<file path="config.mk">
export PLATFORM = sky130hd
export DESIGN_NAME = pcl_dev_flat
export DESIGN_NICKNAME = d
export VERILOG_FILES = /design/src/rtl/pcl_pkg.sv /design/src/rtl/pcl_if.sv /design/src/rtl/pcl_delay.sv /design/src/rtl/pcl_dev.sv /design/src/flat_wrapper.sv
export SDC_FILE = /design/constraint.sdc
export NUM_CORES = 1
export LEC_CHECK = 0
export ABC_CLOCK_PERIOD_IN_PS = 5530
export BUFFER_PORTS_ARGS = -buffer_cell sky130_fd_sc_hd__buf_2
export CELL_PAD_IN_SITES_DETAIL_PLACEMENT = 0
export CELL_PAD_IN_SITES_GLOBAL_PLACEMENT = 2
export CORE_ASPECT_RATIO = 0.6
export CORE_MARGIN = 2
export CORE_UTILIZATION = 39
export DETAILED_ROUTE_END_ITERATION = 8
export PLACE_DENSITY_LB_ADDON = 0.1
export SETUP_SLACK_MARGIN = 0.2
export SYNTH_ARGS = -nofsm -noshare
export SYNTH_HDL_FRONTEND = slang
export SYNTH_SLANG_ARGS = --single-unit
</file>
<file path="constraint.sdc">
create_clock -name clk -period 5.53 [get_ports clk]
set_clock_uncertainty 0.1 [all_clocks]
set_input_delay 0.8295 -clock clk [delete_from_list [all_inputs] [get_ports clk]]
set_output_delay 0.8295 -clock clk [all_outputs]
set_load 0.05 [all_outputs]
</file>
<file path="src/rtl/pcl_pkg.sv">
// Purpose: shared constants for the pin-config / led-voltage converter register bank
// Assumes: one 100 MHz clock, registers 8 bits wide
// Notes: offsets, field positions, reset values and timing counts live here
package pcl_pkg;
  // ----------------------------------------------------------------
  // register offsets
  // ----------------------------------------------------------------
  localparam logic [7:0] PCL_ADDR_PIN = 8'h20;
  localparam logic [7:0] PCL_ADDR_VOLT = 8'h30;
  localparam logic [7:0] PCL_ADDR_DLY = 8'h31;
  // ----------------------------------------------------------------
  // pin_function_control fields
  // ----------------------------------------------------------------
  localparam int PCL_P1_CTRL = 0;
  localparam int PCL_P1_DIR = 1;
  localparam int PCL_P1_DATA = 2;
  localparam int PCL_P2_CTRL = 3;
  localparam int PCL_P2_DIR = 4;
  localparam int PCL_P2_DATA = 5;
  localparam int PCL_P2_INTEN = 6;
  localparam logic [7:0] PCL_PIN_RST = 8'h00;
  // ----------------------------------------------------------------
  // led_voltage_converter fields
  // ----------------------------------------------------------------
  localparam int PCL_V_MAN = 4;
  localparam int PCL_V_SHDN = 5;
  localparam int PCL_V_EOC = 6;
  localparam logic [3:0] PCL_RES_RST = 4'h0;
  // ----------------------------------------------------------------
  // conversion_start_delay fields
  // ----------------------------------------------------------------
  localparam int PCL_D_NODLY = 5;
  localparam logic [4:0] PCL_DLY_RST = 5'h0F;
  // ----------------------------------------------------------------
  // timing
  // ----------------------------------------------------------------
  localparam int PCL_CLK_MHZ = 100;
  localparam int PCL_STEP_US = 250;
  localparam int PCL_STEP_CYC = PCL_STEP_US * PCL_CLK_MHZ;
  // ----------------------------------------------------------------
  // register access commands
  // ----------------------------------------------------------------
  typedef enum logic [1:0] {
    PCL_CMD_IDLE = 2'h0,
    PCL_CMD_WRITE = 2'h1,
    PCL_CMD_READ = 2'h2
  } pcl_cmd_t;
endpackage

</file>
<file path="src/rtl/pcl_if.sv">
// Purpose: register access path between host controller and device bank
// Assumes: single clock; one access per strobe
// Notes: pins of the device are outside this carrier
`timescale 1ns/1ps
interface pcl_if (
  input wire logic clk,
  input wire logic rst_n
);
  logic req;
  logic wr;
  logic [7:0] addr;
  logic [7:0] wdata;
  logic ack;
  logic [7:0] rdata;
  modport host (output req, output wr, output addr, output wdata, input ack, input rdata);
  modport dev (input req, input wr, input addr, input wdata, output ack, output rdata);
endinterface

</file>
<file path="src/rtl/pcl_delay.sv">
// Purpose: start-delay timer for the voltage converter
// Assumes: load pulses once per armed conversion
// Notes: done pulses one cycle when the delay has elapsed
`timescale 1ns/1ps
module pcl_delay #(
  parameter int STEP_CYC = pcl_pkg::PCL_STEP_CYC
) (
  // clock and reset
  input wire logic clk,
  input wire logic rst_n,
  // control
  input wire logic load,
  input wire logic bypass,
  input wire logic [4:0] code,
  output logic done
);
  import pcl_pkg::*;
  logic [20:0] cnt_q;
  logic run_q;
  // ------------------------------------------------------------
  // countdown of (code+1) steps, or one cycle when bypassed
  // ------------------------------------------------------------
  always_ff @(posedge clk or negedge rst_n) begin
    if (!rst_n) begin
      cnt_q <= 21'h000000;
      run_q <= 1'b0;
    end else if (load) begin
      run_q <= 1'b1;
      cnt_q <= bypass ? 21'h000000 :
        21'(({16'h0000, code} + 21'h000001) * 21'(STEP_CYC) - 21'h000001);
    end else if (run_q) begin
      if (cnt_q == 21'h000000) run_q <= 1'b0;
      else cnt_q <= cnt_q - 21'h000001;
    end
  end
  assign done = run_q && (cnt_q == 21'h000000);
endmodule

</file>
<file path="src/rtl/pcl_dev.sv">
// Purpose: device end: pin function, led voltage converter and delay registers
// Assumes: converter analog result arrives as a 4-bit code with a valid pulse
// Notes: conversion timing beyond the start delay is the analog side's
`timescale 1ns/1ps
module pcl_dev #(
  parameter int STEP_CYC = pcl_pkg::PCL_STEP_CYC
) (
  // clock and reset
  input wire logic clk,
  input wire logic rst_n,
  // register access
  pcl_if.dev bus,
  // sync pins
  input wire logic sync_pin_one_in,
  output logic sync_pin_one_out,
  output logic sync_pin_one_oe,
  input wire logic sync_pin_two_in,
  output logic sync_pin_two_out,
  output logic sync_pin_two_oe,
  // sync roles and interrupt source
  output logic rf_sync_input_one,
  output logic rf_sync_input_two,
  input wire logic int_event,
  // converter analog side
  input wire logic flash_start,
  output logic conv_start,
  input wire logic conv_valid,
  input wire logic [3:0] conv_code
);
  import pcl_pkg::*;
  // ------------------------------------------------------------
  // pin synchronisers
  // ------------------------------------------------------------
  logic [1:0] s1_q, s2_q;
  always_ff @(posedge clk or negedge rst_n) begin
    if (!rst_n) begin
      s1_q <= 2'h0;
      s2_q <= 2'h0;
    end else begin
      s1_q <= {sync_pin_two_in, sync_pin_one_in};
      s2_q <= s1_q;
    end
  end
  // ------------------------------------------------------------
  // register writes
  // ------------------------------------------------------------
  logic wr_pin, wr_volt, wr_dly, rd_volt;
  assign wr_pin = bus.req && bus.wr && (bus.addr == PCL_ADDR_PIN);
  assign wr_volt = bus.req && bus.wr && (bus.addr == PCL_ADDR_VOLT);
  assign wr_dly = bus.req && bus.wr && (bus.addr == PCL_ADDR_DLY);
  assign rd_volt = bus.req && !bus.wr && (bus.addr == PCL_ADDR_VOLT);
  logic [7:0] pin_q;
  logic [7:0] pin_prev_q;
  logic armed_q;
  logic prev_vld_q;
  logic in1_q, in2_q;
  always_ff @(posedge clk or negedge rst_n) begin
    if (!rst_n) begin
      pin_q <= PCL_PIN_RST;
      pin_prev_q <= PCL_PIN_RST;
      armed_q <= 1'b0;
      prev_vld_q <= 1'b0;
      in1_q <= 1'b0;
      in2_q <= 1'b0;
    end else if (wr_pin) begin
      pin_q <= bus.wdata & 8'h7F;
      pin_prev_q <= bus.wdata;
      prev_vld_q <= 1'b1;
      // output drive needs the same value twice; reset value is no first write
      if (armed_q || (prev_vld_q && (bus.wdata == pin_prev_q))) armed_q <= 1'b1;
      in1_q <= s2_q[0];
      in2_q <= s2_q[1];
    end
  end
  // ------------------------------------------------------------
  // pin roles
  // ------------------------------------------------------------
  logic io1, io2, int_mode;
  assign io1 = pin_q[PCL_P1_CTRL];
  assign io2 = pin_q[PCL_P2_CTRL];
  assign int_mode = pin_q[PCL_P2_INTEN] && io2 && pin_q[PCL_P2_DIR];
  always_ff @(posedge clk or negedge rst_n) begin
    if (!rst_n) begin
      sync_pin_one_out <= 1'b0;
      sync_pin_one_oe <= 1'b0;
      sync_pin_two_out <= 1'b0;
      sync_pin_two_oe <= 1'b0;
      rf_sync_input_one <= 1'b0;
      rf_sync_input_two <= 1'b0;
    end else begin
      sync_pin_one_oe <= io1 && pin_q[PCL_P1_DIR] && armed_q;
      sync_pin_one_out <= pin_q[PCL_P1_DATA];
      sync_pin_two_oe <= io2 && pin_q[PCL_P2_DIR] && armed_q;
      // interrupt is active low
      sync_pin_two_out <= int_mode ? !int_event : pin_q[PCL_P2_DATA];
      rf_sync_input_one <= io1 ? 1'b0 : s2_q[0];
      rf_sync_input_two <= io2 ? 1'b0 : s2_q[1];
    end
  end
  // ------------------------------------------------------------
  // converter control
  // ------------------------------------------------------------
  logic man_q, shdn_q, eoc_q, nodly_q, busy_q;
  logic [3:0] res_q;
  logic [4:0] dly_q;
  logic eoc_fall_q, dly_done;
  always_ff @(posedge clk or negedge rst_n) begin
    if (!rst_n) begin
      man_q <= 1'b0;
      shdn_q <= 1'b0;
      dly_q <= PCL_DLY_RST;
      nodly_q <= 1'b0;
    end else begin
      if (wr_volt) begin
        man_q <= bus.wdata[PCL_V_MAN];
        shdn_q <= bus.wdata[PCL_V_SHDN];
      end
      if (wr_dly) begin
        dly_q <= bus.wdata[4:0];
        nodly_q <= bus.wdata[PCL_D_NODLY];
      end
    end
  end
  // flag: completion sets, read clears, set wins
  always_ff @(posedge clk or negedge rst_n) begin
    if (!rst_n) begin
      eoc_q <= 1'b0;
      res_q <= PCL_RES_RST;
    end else if (conv_valid && busy_q) begin
      eoc_q <= 1'b1;
      res_q <= conv_code;
    end else if (rd_volt) begin
      eoc_q <= 1'b0;
    end
  end
  // arm delay when flag drops; automatic on flash, manual repeats
  logic trig;
  assign trig = !shdn_q && !busy_q &&
    (flash_start || (man_q && rd_volt && eoc_q));
  always_ff @(posedge clk or negedge rst_n) begin
    if (!rst_n) begin
      eoc_fall_q <= 1'b0;
      busy_q <= 1'b0;
      conv_start <= 1'b0;
    end else begin
      eoc_fall_q <= trig;
      conv_start <= dly_done && !shdn_q;
      if (trig) busy_q <= 1'b1;
      else if (conv_valid || shdn_q) busy_q <= 1'b0;
    end
  end
  pcl_delay #(.STEP_CYC(STEP_CYC)) u_dly (
    .clk(clk),
    .rst_n(rst_n),
    .load(eoc_fall_q),
    .bypass(nodly_q),
    .code(dly_q),
    .done(dly_done)
  );
  // ------------------------------------------------------------
  // read path
  // ------------------------------------------------------------
  always_ff @(posedge clk or negedge rst_n) begin
    if (!rst_n) begin
      bus.rdata <= 8'h00;
      bus.ack <= 1'b0;
    end else begin
      bus.ack <= bus.req;
      if (bus.req && !bus.wr) begin
        if (bus.addr == PCL_ADDR_PIN)
          bus.rdata <= {1'b0, pin_q[6], (pin_q[PCL_P2_DIR] ? pin_q[5] : in2_q), pin_q[4:3],
            (pin_q[PCL_P1_DIR] ? pin_q[2] : in1_q), pin_q[1:0]};
        else if (bus.addr == PCL_ADDR_VOLT)
          bus.rdata <= {1'b0, eoc_q, shdn_q, man_q, res_q};
        else if (bus.addr == PCL_ADDR_DLY)
          bus.rdata <= {2'h0, nodly_q, dly_q};
        else
          bus.rdata <= 8'h00;
      end
    end
  end
endmodule

</file>
<file path="src/flat_wrapper.sv">
// flat-port wrapper written by rule: the top's interface ports become plain ports
module pcl_dev_flat import pcl_pkg::*;
#(
  parameter int STEP_CYC = pcl_pkg::PCL_STEP_CYC
)
  (clk, rst_n, sync_pin_one_in, sync_pin_one_out, sync_pin_one_oe, sync_pin_two_in, sync_pin_two_out, sync_pin_two_oe, rf_sync_input_one, rf_sync_input_two, int_event, flash_start, conv_start, conv_valid, conv_code, bus_req, bus_wr, bus_addr, bus_wdata, bus_ack, bus_rdata);
  pcl_if bus_i (.clk(clk), .rst_n(rst_n));
  input wire logic clk;
  input wire logic rst_n;
  input wire logic sync_pin_one_in;
  output logic sync_pin_one_out;
  output logic sync_pin_one_oe;
  input wire logic sync_pin_two_in;
  output logic sync_pin_two_out;
  output logic sync_pin_two_oe;
  output logic rf_sync_input_one;
  output logic rf_sync_input_two;
  input wire logic int_event;
  input wire logic flash_start;
  output logic conv_start;
  input wire logic conv_valid;
  input wire logic [3:0] conv_code;
  input wire logic [$bits(bus_i.req)-1:0] bus_req;
  input wire logic [$bits(bus_i.wr)-1:0] bus_wr;
  input wire logic [$bits(bus_i.addr)-1:0] bus_addr;
  input wire logic [$bits(bus_i.wdata)-1:0] bus_wdata;
  output wire logic [$bits(bus_i.ack)-1:0] bus_ack;
  output wire logic [$bits(bus_i.rdata)-1:0] bus_rdata;
  assign bus_i.req = bus_req;
  assign bus_i.wr = bus_wr;
  assign bus_i.addr = bus_addr;
  assign bus_i.wdata = bus_wdata;
  assign bus_ack = bus_i.ack;
  assign bus_rdata = bus_i.rdata;
  pcl_dev #(.STEP_CYC(STEP_CYC)) u_core (.clk(clk), .rst_n(rst_n), .bus(bus_i), .sync_pin_one_in(sync_pin_one_in), .sync_pin_one_out(sync_pin_one_out), .sync_pin_one_oe(sync_pin_one_oe), .sync_pin_two_in(sync_pin_two_in), .sync_pin_two_out(sync_pin_two_out), .sync_pin_two_oe(sync_pin_two_oe), .rf_sync_input_one(rf_sync_input_one), .rf_sync_input_two(rf_sync_input_two), .int_event(int_event), .flash_start(flash_start), .conv_start(conv_start), .conv_valid(conv_valid), .conv_code(conv_code));
endmodule
</file>
==> summary.md, run 1 <==
| Metric | Value |
|---|---|
| Outcome | `finished, final reports clean` |
| Fmax | `just over 0.2 GHz` |
| Max FO, Critical Path | `8` |
| Clk root buf | `clkbuf_16` |
| Synth Area in Simple Gates | `0.166` |
| Final slew viol count | `0` |
| Most used DFF post-synth | `dfrtp_1` |
| Antenna viol nets, final | `0` |
| Dpl cell area | `0.00507 sq mm` |
| Cell count after synthesis | `approximately 470` |
| Share of cells above drive strength 1 | `0.235` |
| CTS tree | `built` |
| Ys async rst share | `1.00` |
| IO Pins | `45` |
| Placeable Area | `0.0115 sq mm` |
| Synthesis Warnings | `0` |
| DRC Markers | `0` |
| Post-DR vias/cell | `5.34` |
| Initial core utilization | `0.408` |
| Sequential area share after synthesis | `0.365` |
| Iter 0 DRT Violations | `210` |
| Worst setup margin | `0.593 ns` |
| Synth area leaders | `dfrtp_1 (34%), ha_1 (11%), mux2_2 (7.0%)` |
| CTS Buffer Depth | `2` |
| Number of flops mapped to enable cells by yosys | `0` |
| Top-count cell post-synth | `dfrtp_1` |
| Worst hold slack | `approximately 0.25 ns` |
| DIE AREA | `0.0129 sq mm` |
| Maxcap violations | `0` |
| # rows | `30` |
| Lkg Pwr | `2.56 nW` |
| Clock Latency Late Sink | `around 0.34 ns` |
| Chip height | `88.9 microns` |
| Post-synthesis mux area share | `0.0719` |
| CP Capture Type | `flip-flop` |
| Synth area leader | `dfrtp_1` |
| Tot GR Track Use | `0.191` |
| Largest family of logic cells by synthesized area | `simple AND/OR/NAND/NOR gates` |
| Synth Area in XOR/XNOR | `0.0957` |
| First-pass GRT wire length | `19000 microns` |
| Critical Path AT | `approximately 5.0 ns` |
| Worst slew pin tran | `between 1 and 1.5 ns` |
| Mean post-synth cell area | `10.0 sq um` |
| H-tree depth | `3` |
| Final net count | `587` |
| Post-synth top area share | `0.342` |
| Pre-antenna DRT Iters | `4` |
| Layout Cells excl Fill | `679` |
| Port buffer count | `43` |
| Post-Syn Area | `around 0.0047 sq mm` |
| Area growth syn-to-layout | `15.4%` |
| CP Launch Type | `flip-flop` |
| RSZ-0062 raised after global routing | `false` |
| Place WS | `0.366 ns` |
| FILL cells | `~1100` |
| Net Count, Synth | `approximately 540` |
| Post-synth top cells | `dfrtp_1 (64), ha_1 (40), nor2_1 (39)` |
| Post-route cell area | `0.00540 sq mm` |
| Clock Sinks | `68` |
| CTS Hold Bufs | `0` |
| Num CTS Buffers | `9` |
| Diodes inserted | `0` |
| Critical Path RT | `5.63 ns` |
| Final Hold Viols | `0` |
| Largest net degree at the start of global routing | `38` |
| DR vias | `3625` |
| WS Path Type | `flip-flop to flip-flop` |
| # resized after CTS | `0` |
| Max-slew headroom at the worst pin | `0.247` |
| HP Class | `flip-flop to flip-flop` |
| Cell area power density | `293 mW/mm^2` |
| Final Core Density | `0.470` |
| Final setup viols | `0` |
| GRT overflow | `0` |
| Setup Fix Bufs, Post-CTS | `0` |
| Number of global-route vias before repair | `3510` |
| Final wirelength | `11900 microns` |
| Synth Area in Adders | `0.124` |
| Overall power | `1.58 mW` |
| Register area | `0.00171 sq mm` |
| Synth cell types | `72` |
| Compound-cell area share of the yosys netlist | `0.145` |
| Setup TNS Final | `0 ns` |
| Post-route clock period utilization | `0.893` |
| Initial antenna violation count | `0` |
| # placed instances | `about 660` |
| Multi-input logic area | `0.00285 sq mm` |
| CTS clk-pin slew, worst paths | `0.06 ns` |
| Final min period | `4.94 ns` |
| Register bit count reported by yosys | `68` |
| Peak VDD IR | `around 130 uV` |
| Die span in x | `145 microns` |
| Post-DP HPWL | `9140 microns` |
| Routed wire per std cell | `17.6 microns` |
| RD Place Congestion | `~0.89` |
==> area by class of cell <==
cell class | count | area share
Timing Repair Buffer | 49 | 0.0482
Clock inverter | 4 | 0.0134
Inverter | 19 | 0.0132
Sequential cell | 68 | 0.316
Multi-Input combinational cell | 367 | 0.527
Clock buffer | 12 | 0.0456
Tap cell | 160 | 0.0371
==> path summary, 6_finish.rpt <==
kind / depth (start not counted) / start / slack, ns / endpoint
max: 14 / u_core.dly_q[0] / 0.59 / u_core.u_dly.cnt_q[20]
min: 0 / u_core.s1_q[0] / 0.25 / u_core.s2_q[0]
max reg2reg: 14 / u_core.dly_q[0] / 0.59 / u_core.u_dly.cnt_q[20]
min reg2reg: 0 / u_core.s1_q[0] / 0.25 / u_core.s2_q[0]
max in group asynchronous: 2 / rst_n / 3.86 / u_core.dly_q[1]
min in group asynchronous: 1 / rst_n / 0.48 / u_core.u_dly.cnt_q[16]
==> flip-flops by register name, summed over array words and instances (netlist names), 2 cells and up <==
signal / cells
u_core.u_dly.cnt_q: 21
u_core.pin_prev_q: 8
u_core.bus.rdata: 7
u_core.dly_q: 5
u_core.res_q: 4
u_core.s1_q: 2
u_core.s2_q: 2
==> cells in the final DEF, fill, tap and decap left out, types with 6 or more instances in the layout <==
cell	instances
xor2_1	15
a31oi_1	7
inv_1	19
nor3_1	8
nor4_1	6
clkbuf_16	9
ha_1	39
nor2b_1	6
nand3_1	8
xnor2_1	32
mux2_2	29
and3_1	6
nand2_1	37
buf_2	43
nor2_1	39
o21ai_0	22
buf_4	6
o22ai_1	7
a22oi_1	6
o21a_1	6
a21oi_1	13
dfrtp_1	64
==> cell families (layout without fill, tap and decap cells) <==
| logic type | count (synthesis) | count (layout) |
|---|---|---|
| buffers and inverters | 33 | 84 |
| XOR/XNOR | 49 | 49 |
| adder cells (fa/ha/maj) | 44 | 44 |
| multiplexers | 30 | 30 |
| other | 1 | 1 |
| AND/OR/NAND/NOR | 145 | 145 |
| AO/OA/AOI/OAI | 98 | 98 |
| flip-flops | 68 | 68 |
==> metal layers <==
metal / up-vias / wire length, microns / global-route usage
li1: 1773 / - / -
met3: 9 / 338 / 0.0418
met4: 0 / 91 / 0.0428
met1: 1789 / 6950 / 0.305
met5: - / 0 / 0
met2: 54 / 4560 / 0.255
==> critical path: stages, from the launching register on <==
cell and delay (ns):
dfstp_2 0.61, nand3_1 0.15, nor2_1 0.39, ha_1 0.34
ha_1 0.33, fa_1 0.54, fa_1 0.48, a21o_2 0.25
a221o_1 0.35, xor2_1 0.20, nor4_2 0.40, nor2b_1 0.27
nand4_1 0.14, xnor2_1 0.20, o21ai_1 0.07
==> report_power, final <==
part | total [mW] | leakage, nW | internal [mW] | switching (mW)
Sequential | 0.626 | 0.867 | 0.560 | 0.0664
Clock | 0.625 | 0.153 | 0.407 | 0.218
Combinational | 0.332 | 1.54 | 0.146 | 0.186
Total | 1.58 | 2.56 | 1.11 | 0.470
No activity file was read; power rests on OpenSTA's default activity.
==> run 2, diff against run 1 <==
- CORE_UTILIZATION: 39 -> 37
==> run 2 against run 1 <==
Net effect:
- worst hold slack improved by 0.0037 ns
- combinational power is essentially flat
- sequential cell count stayed put
- sequential power hardly changed
- final cell count increased by 0.59%
==> summary.md, run 2 (synthesized netlist as in run 1, its figures left out) <==
| Metric | Value |
|---|---|
| Slowest stage cell, crit path | `dfstp_2` |
| Critical path, cell by cell | `nand3_1, nor2_1, ha_1, ha_1, fa_1, fa_1, a21o_2, a221o_1, xor2_1, nor4_2, nor2b_1, nand4_1, xnor2_1, o21ai_1` |
| # rows | `31 (+3.3%)` |
| Critical Path AT | `5.06 ns (+0.03 ns)` |
| DIE AREA | `0.0136 sq mm (+5.2%)` |
| GR Layer Usage met3 | `0.0367 (-0.00507)` |
| Overall power | `1.57 mW (-1.1%)` |
| Port buffer count | `43 (unchanged)` |
| Diodes inserted | `0 (unchanged)` |
| Worst path depth | `14 (unchanged)` |
| Final Hold Viols | `0 (unchanged)` |
| Number of global-route vias before repair | `3505 (-0.14%)` |
| Most frequent cells in the layout | `dfrtp_1 (64), buf_2 (42), nor2_1 (39), ha_1 (39), nand2_1 (37)` |
| Final min period | `4.97 ns (+0.0311 ns)` |
| Num CTS Buffers | `9 (unchanged)` |
| Layout Cells excl Fill | `683 (+0.59%)` |
| Outcome | `finished, final reports clean` |
| Hold path depth | `0 (unchanged)` |
| Worst slew pin tran | `1.08 ns (-0.0390 ns)` |
| Worst path bufs/invs | `0 (unchanged)` |
| Met2 Use GR | `0.234 (-0.0204)` |
| Met1 global-route usage | `0.326 (+0.0210)` |
| Tot GR Track Use | `0.189 (-0.00168)` |
| Post-route clock period utilization | `0.898 (+0.00562)` |
| Clk root buf | `clkbuf_16` |
| Final setup viols | `0 (unchanged)` |
| Largest regs | `u_core.u_dly.cnt_q (21), u_core.pin_prev_q (8), u_core.bus.rdata (7)` |
| CTS Hold Bufs | `0 (unchanged)` |
| CTS Buffer Depth | `2 (unchanged)` |
| Post-DP HPWL | `9260 microns (+1.2%)` |
| Critical Path RT | `5.62 ns (about the same)` |
| RSZ-0062 raised after global routing | `false` |
| Post-DR vias/cell | `5.32 (-0.42%)` |
| Initial antenna violation count | `0 (unchanged)` |
| # placed instances | `667 (+0.60%)` |
| WS Path Type | `flip-flop to flip-flop` |
| Setup Fix Bufs, Post-CTS | `0 (unchanged)` |
| Final slew viol count | `0 (unchanged)` |
| GR peak layer | `met1` |
| Antenna viol nets, final | `0 (unchanged)` |
| R2R depth | `14 (unchanged)` |
| Largest net degree at the start of global routing | `69 (+82%)` |
| Maxcap violations | `0 (unchanged)` |
| GRT overflow | `0 (unchanged)` |
| Routed wire per std cell | `17.8 microns (+1.4%)` |
| Max stage delay on crit path | `0.61 ns (about the same)` |
| HP Class | `flip-flop to flip-flop` |
| Post-route cell area | `0.00540 sq mm (about the same)` |
| First-pass GRT wire length | `19600 microns (+3.5%)` |
| Setup TNS Final | `0 ns (unchanged)` |
| FILL cells | `1191 (+9.0%)` |
| DR vias | `3631 (+0.17%)` |
| Share of cells above drive strength 1 | `0.239 (+0.00431)` |
| Register area | `0.00171 sq mm (unchanged)` |
| Iter 0 DRT Violations | `220 (+4.8%)` |
| Largest reg by FF count | `u_core.u_dly.cnt_q` |
| H-tree depth | `3 (unchanged)` |
| Dpl cell area | `0.00507 sq mm (about the same)` |
| RD Place Congestion | `0.880 (-1.6%)` |
| Pre-antenna DRT Iters | `4 (unchanged)` |
| IO Pins | `45 (unchanged)` |
| Peak VDD IR | `192 uV (+50%)` |
| Area growth syn-to-layout | `15.4% (about the same)` |
| Max-slew headroom at the worst pin | `0.273 (+0.0262)` |
| Die span in x | `149 microns (+2.6%)` |
| Clock Sinks | `68 (unchanged)` |
| CTS clk-pin slew, worst paths | `0.06 ns (about the same)` |
| Chip height | `91.1 microns (+2.5%)` |
| CP top delay family | `adder cells` |
| Fmax | `0.201 GHz (-0.63%)` |
| Max FO, Critical Path | `5 (-3)` |
| Max reg flops | `21 (unchanged)` |
| Initial core utilization | `0.383 (-0.0244)` |
| Final net count | `586 (-0.17%)` |
| DRC Markers | `0 (unchanged)` |
| CTS tree | `built` |
| Lkg Pwr | `2.55 nW (-0.32%)` |
| CP Launch Type | `flip-flop` |
| Final wirelength | `12200 microns (+2.0%)` |
| CP Capture Type | `flip-flop` |
| Commonest non-fill, non-tap cell in the layout | `dfrtp_1` |
| Clock Latency Late Sink | `0.33 ns (about the same)` |
| Multi-input logic area | `0.00285 sq mm (+0.18%)` |
| Final Core Density | `0.442 (-0.0283)` |
| Cell area power density | `290 mW/mm^2 (-1.1%)` |
| Placeable Area | `0.0122 sq mm (+6.4%)` |
-- run 2: cell count changes in the layout (fill, tap and decap cells not counted) --
cell / previous run / this run
clkinvlp_4: 1 / 2
nor3b_1: 3 / 2
buf_2: 43 / 42
inv_6: 0 / 1
bufinv_16: 2 / 1
clkbuf_8: 1 / 2
clkbuf_1: 2 / 0
nor3b_2: 1 / 2
-- run 2: path summary, 6_finish.rpt --
check | slack (ns) | start | end
min | 0.25 | u_core.s1_q[0] | u_core.s2_q[0]
min reg2reg | 0.25 | u_core.s1_q[0] | u_core.s2_q[0]
max | 0.56 | u_core.dly_q[2] | u_core.u_dly.cnt_q[20]
max in group asynchronous | 4.20 | rst_n | u_core.in1_q
min in group asynchronous | 0.49 | rst_n | u_core.u_dly.cnt_q[16]
max reg2reg | 0.56 | u_core.dly_q[2] | u_core.u_dly.cnt_q[20]
-- run 2: worst reg2reg max path, cell delays in order (launching register included) --
cell,delay [ns]
dfstp_2,0.61
nand3_1,0.15
nor2_1,0.39
ha_1,0.34
ha_1,0.32
fa_1,0.55
fa_1,0.48
a21o_2,0.25
a221o_1,0.36
xor2_1,0.20
nor4_2,0.40
nor2b_1,0.26
nand4_1,0.14
xnor2_1,0.22
o21ai_1,0.07
-- run 2: metal layers --
| metal | part of all wire | vias to the layer above |
|---|---|---|
| met3 | 0.039 | 8 |
| met5 | 0 | - |
| met2 | 0.38 | 62 |
| met1 | 0.57 | 1793 |
| li1 | - | 1768 |
| met4 | 0.0062 | 0 |
-- run 2: timing repair --
action,in CTS,in global routing
endpoints found under the hold margin,0,0
resized for setup,0,4
endpoints found under the setup margin,0,3
-- run 2: power breakdown --
part	internal, mW	total (mW)	switching, mW
registers	0.559	0.625	0.0657
logic	0.145	0.332	0.186
clock network	0.375	0.609	0.234
-- run 2: through the flow --
| stage | setup WS [ns] | hold WS, ns |
|---|---|---|
| final | 0.562 | 0.254 |
| after global placement | 0.554 | 0.233 |
| after CTS | 0.389 | 0.257 |
| after floorplan | 0.900 | 0.231 |
| after global routing | 0.242 | 0.263 |
| after detailed placement | 0.408 | 0.242 |
-- run 2: cell type report --
type,instances,area share
multi-input combinational,367,0.528
sequential,68,0.316
timing repair buffer,48,0.0473
clock buffer,11,0.0468
tap,165,0.0382
inverter,19,0.0132
clock inverter,5,0.0109
==> run 3, diff against run 2 <==
- CELL_PAD_IN_SITES_DETAIL_PLACEMENT: 0 -> 1
==> run 3 against run 2 <==
Net effect:
- clock power rose by 8.5%
- maximum frequency fell by 0.57%
- worst hold slack improved by 0.00088 ns
- clock-buffer cell count fell by 1
- sequential power barely moved
- critical path type unchanged
- critical endpoint unchanged
- largest cell class unchanged
- highest routed layer unchanged
==> summary.md, run 3 (synthesized netlist as in run 1, its figures left out) <==
| Metric | Value |
|---|---|
| CP Capture Type | `flip-flop` |
| Clock power share | `0.407 (+0.018)` |
| Largest net degree at the start of global routing | `69 (unchanged)` |
| Max FO, Critical Path | `8 (+3)` |
| Most frequent cells in the layout | `dfrtp_1 (64), buf_2 (42), nor2_1 (39)` |
| DRC Markers | `0 (unchanged)` |
| Place WS | `0.358 ns (-0.0499 ns)` |
| Critical Path AT | `5.08 ns (+0.02 ns)` |
| Critical path, cell by cell | `ha_2, xor2_2, ha_2, ha_1, ha_1, ha_1, fa_1, a21o_2, a221o_1, xor2_1, nor4_2, nor2b_1, nand4_1, xnor2_1, o21ai_1` |
| Outcome | `finished, final reports clean` |
| Post-route clock period utilization | `0.903 (+0.00510)` |
| Slowest stage cell, crit path | `dfstp_2` |
| Clock Sinks | `68 (unchanged)` |
| Post-DP HPWL | `9750 microns (+5.3%)` |
| GRT overflow | `0 (unchanged)` |
| Final net count | `586 (unchanged)` |
| CTS clk-pin slew, worst paths | `0.06 ns (about the same)` |
| Setup Fix Bufs, Post-CTS | `0 (unchanged)` |
| Commonest non-fill, non-tap cell in the layout | `dfrtp_1` |
| Final min period | `5.00 ns (+0.0282 ns)` |
| Post-route cell area | `0.00543 sq mm (+0.51%)` |
| Initial core utilization | `0.383 (unchanged)` |
| Setup TNS Final | `0 ns (unchanged)` |
| Sequential power share | `0.385 (-0.014)` |
| Fmax | `0.200 GHz (-0.57%)` |
| Lkg Pwr | `2.56 nW (+0.60%)` |
| Chip height | `91.1 microns (unchanged)` |
| CTS tree | `built` |
| First-pass GRT wire length | `21200 microns (+7.9%)` |
| Worst slew pin tran | `1.11 ns (+0.0321 ns)` |
| Die span in x | `149 microns (unchanged)` |
| Num CTS Buffers | `9 (unchanged)` |
| Critical Path RT | `5.62 ns (about the same)` |
| Worst setup margin | `0.534 ns (-0.0282 ns)` |
| Area growth syn-to-layout | `16.0%` |
| Switching Fraction | `0.294 (-0.0164)` |
| CP Launch Type | `flip-flop` |
| Dpl cell area | `0.00507 sq mm (unchanged)` |
| Number of global-route vias before repair | `3810 (+8.7%)` |
| Max-slew headroom at the worst pin | `0.251 (-0.0216)` |
| Final wirelength | `12700 microns (+4.2%)` |
| Diodes inserted | `0 (unchanged)` |
| Max reg flops | `21 (unchanged)` |
| Largest regs | `u_core.u_dly.cnt_q (21), u_core.pin_prev_q (8), u_core.bus.rdata (7)` |
| Clk root buf | `clkbuf_16` |
| Placeable Area | `0.0122 sq mm (unchanged)` |
| Post-DR vias/cell | `5.35 (+0.61%)` |
| Pint | `1.15 mW (+6.2%)` |
| IO Pins | `45 (unchanged)` |
| Maxcap violations | `0 (unchanged)` |
| Peak VDD IR | `132 uV (-31%)` |
| Final Core Density | `0.444 (+0.00225)` |
| Final slew viol count | `0 (unchanged)` |
| Comb power frac | `0.208 (-0.004)` |
| Sw Pwr | `477 uW (-1.7%)` |
| Cell area power density | `299 mW/mm^2 (+3.2%)` |
| Max stage delay on crit path | `0.61 ns (about the same)` |
| Final setup viols | `0 (unchanged)` |
| Worst path bufs/invs | `0 (unchanged)` |
| Initial antenna violation count | `0 (unchanged)` |
| Clock Latency Late Sink | `0.33 ns (about the same)` |
| Iter 0 DRT Violations | `192 (-13%)` |
| HP Class | `flip-flop to flip-flop` |
| Most frequent CP cell | `ha_1` |
| CTS Buffer Depth | `2 (unchanged)` |
| Largest reg by FF count | `u_core.u_dly.cnt_q` |
| RSZ-0062 raised after global routing | `false` |
| WS Path Type | `flip-flop to flip-flop` |
| Pre-antenna DRT Iters | `4 (unchanged)` |
| Share of cells above drive strength 1 | `0.237 (-0.00193)` |
| Tot GR Track Use | `0.202 (+0.0126)` |
| Antenna viol nets, final | `0 (unchanged)` |
| Final Hold Viols | `0 (unchanged)` |
| DR vias | `3653 (+0.61%)` |
| RD Place Congestion | `0.880 (unchanged)` |
| CP top delay family | `adder cells` |
| # rows | `31 (unchanged)` |
| DIE AREA | `0.0136 sq mm (unchanged)` |
| Worst hold slack | `0.255 ns (+0.000875 ns)` |
| Routed wire per std cell | `18.6 microns (+4.2%)` |
| # placed instances | `667 (unchanged)` |
| Overall power | `1.62 mW (+3.8%)` |
| Port buffer count | `43 (unchanged)` |
| Layout Cells excl Fill | `683 (unchanged)` |
| H-tree depth | `3 (unchanged)` |
-- run 3: final timing paths --
path | startpoint | to | slack, ns | cells after the start
worst max register to register | u_core.dly_q[0] | u_core.u_dly.cnt_q[20] | 0.53 | 15
worst min-delay path | u_core.s1_q[0] | u_core.s2_q[0] | 0.25 | 0
min in group asynchronous | rst_n | u_core.sync_pin_one_out | 0.51 | 1
worst max-delay path | u_core.dly_q[0] | u_core.u_dly.cnt_q[20] | 0.53 | 15
max in group asynchronous | rst_n | u_core.u_dly.cnt_q[16] | 4.21 | 1
worst min register to register | u_core.s1_q[0] | u_core.s2_q[0] | 0.25 | 0
-- run 3: power groups by stage --
stage | combinational, mW | clock, mW | sequential (mW)
2_1_floorplan | 0.245 | 0 | 0.621
3_3_place_gp | 0.328 | 0 | 0.630
3_5_place_dp | 0.336 | 0 | 0.634
4_1_cts | 0.340 | 0.677 | 0.625
5_1_grt | 0.380 | 0.698 | 0.639
6_report | 0.337 | 0.661 | 0.626
-- run 3: cell type report --
class	count	area, sq um
fillers	1384	6790
multi-input cells	367	2850
flip-flops and latches	68	1710
repair buffers	48	255
clock buffers	10	229
well taps	165	206
clock inverters	6	113
inverters	19	71.3
-- run 3: timing repair --
item / CTS / global route
hold buffers: 0 / 0
gates resized for setup: 0 / 4
setup endpoints to repair: 0 / 4
-- run 3: worst register-to-register path, delay by kind of cell, from the launching register on --
family          cells  cell delay (ns)
flops               1             0.61
xor+xnor            3             0.70
fa+ha+maj           6             1.97
compound gates      3             0.66
simple gates        3             0.80
-- run 3: routing by layer --
metal	share of wire	wire length [microns]	GRT usage	up-vias
li1	-	-	-	1765
met1	0.56	7090	0.333	1847
met2	0.41	5170	0.266	39
met3	0.032	409	0.0367	2
met4	0.0024	31	0.0381	0
met5	0	0	0	-
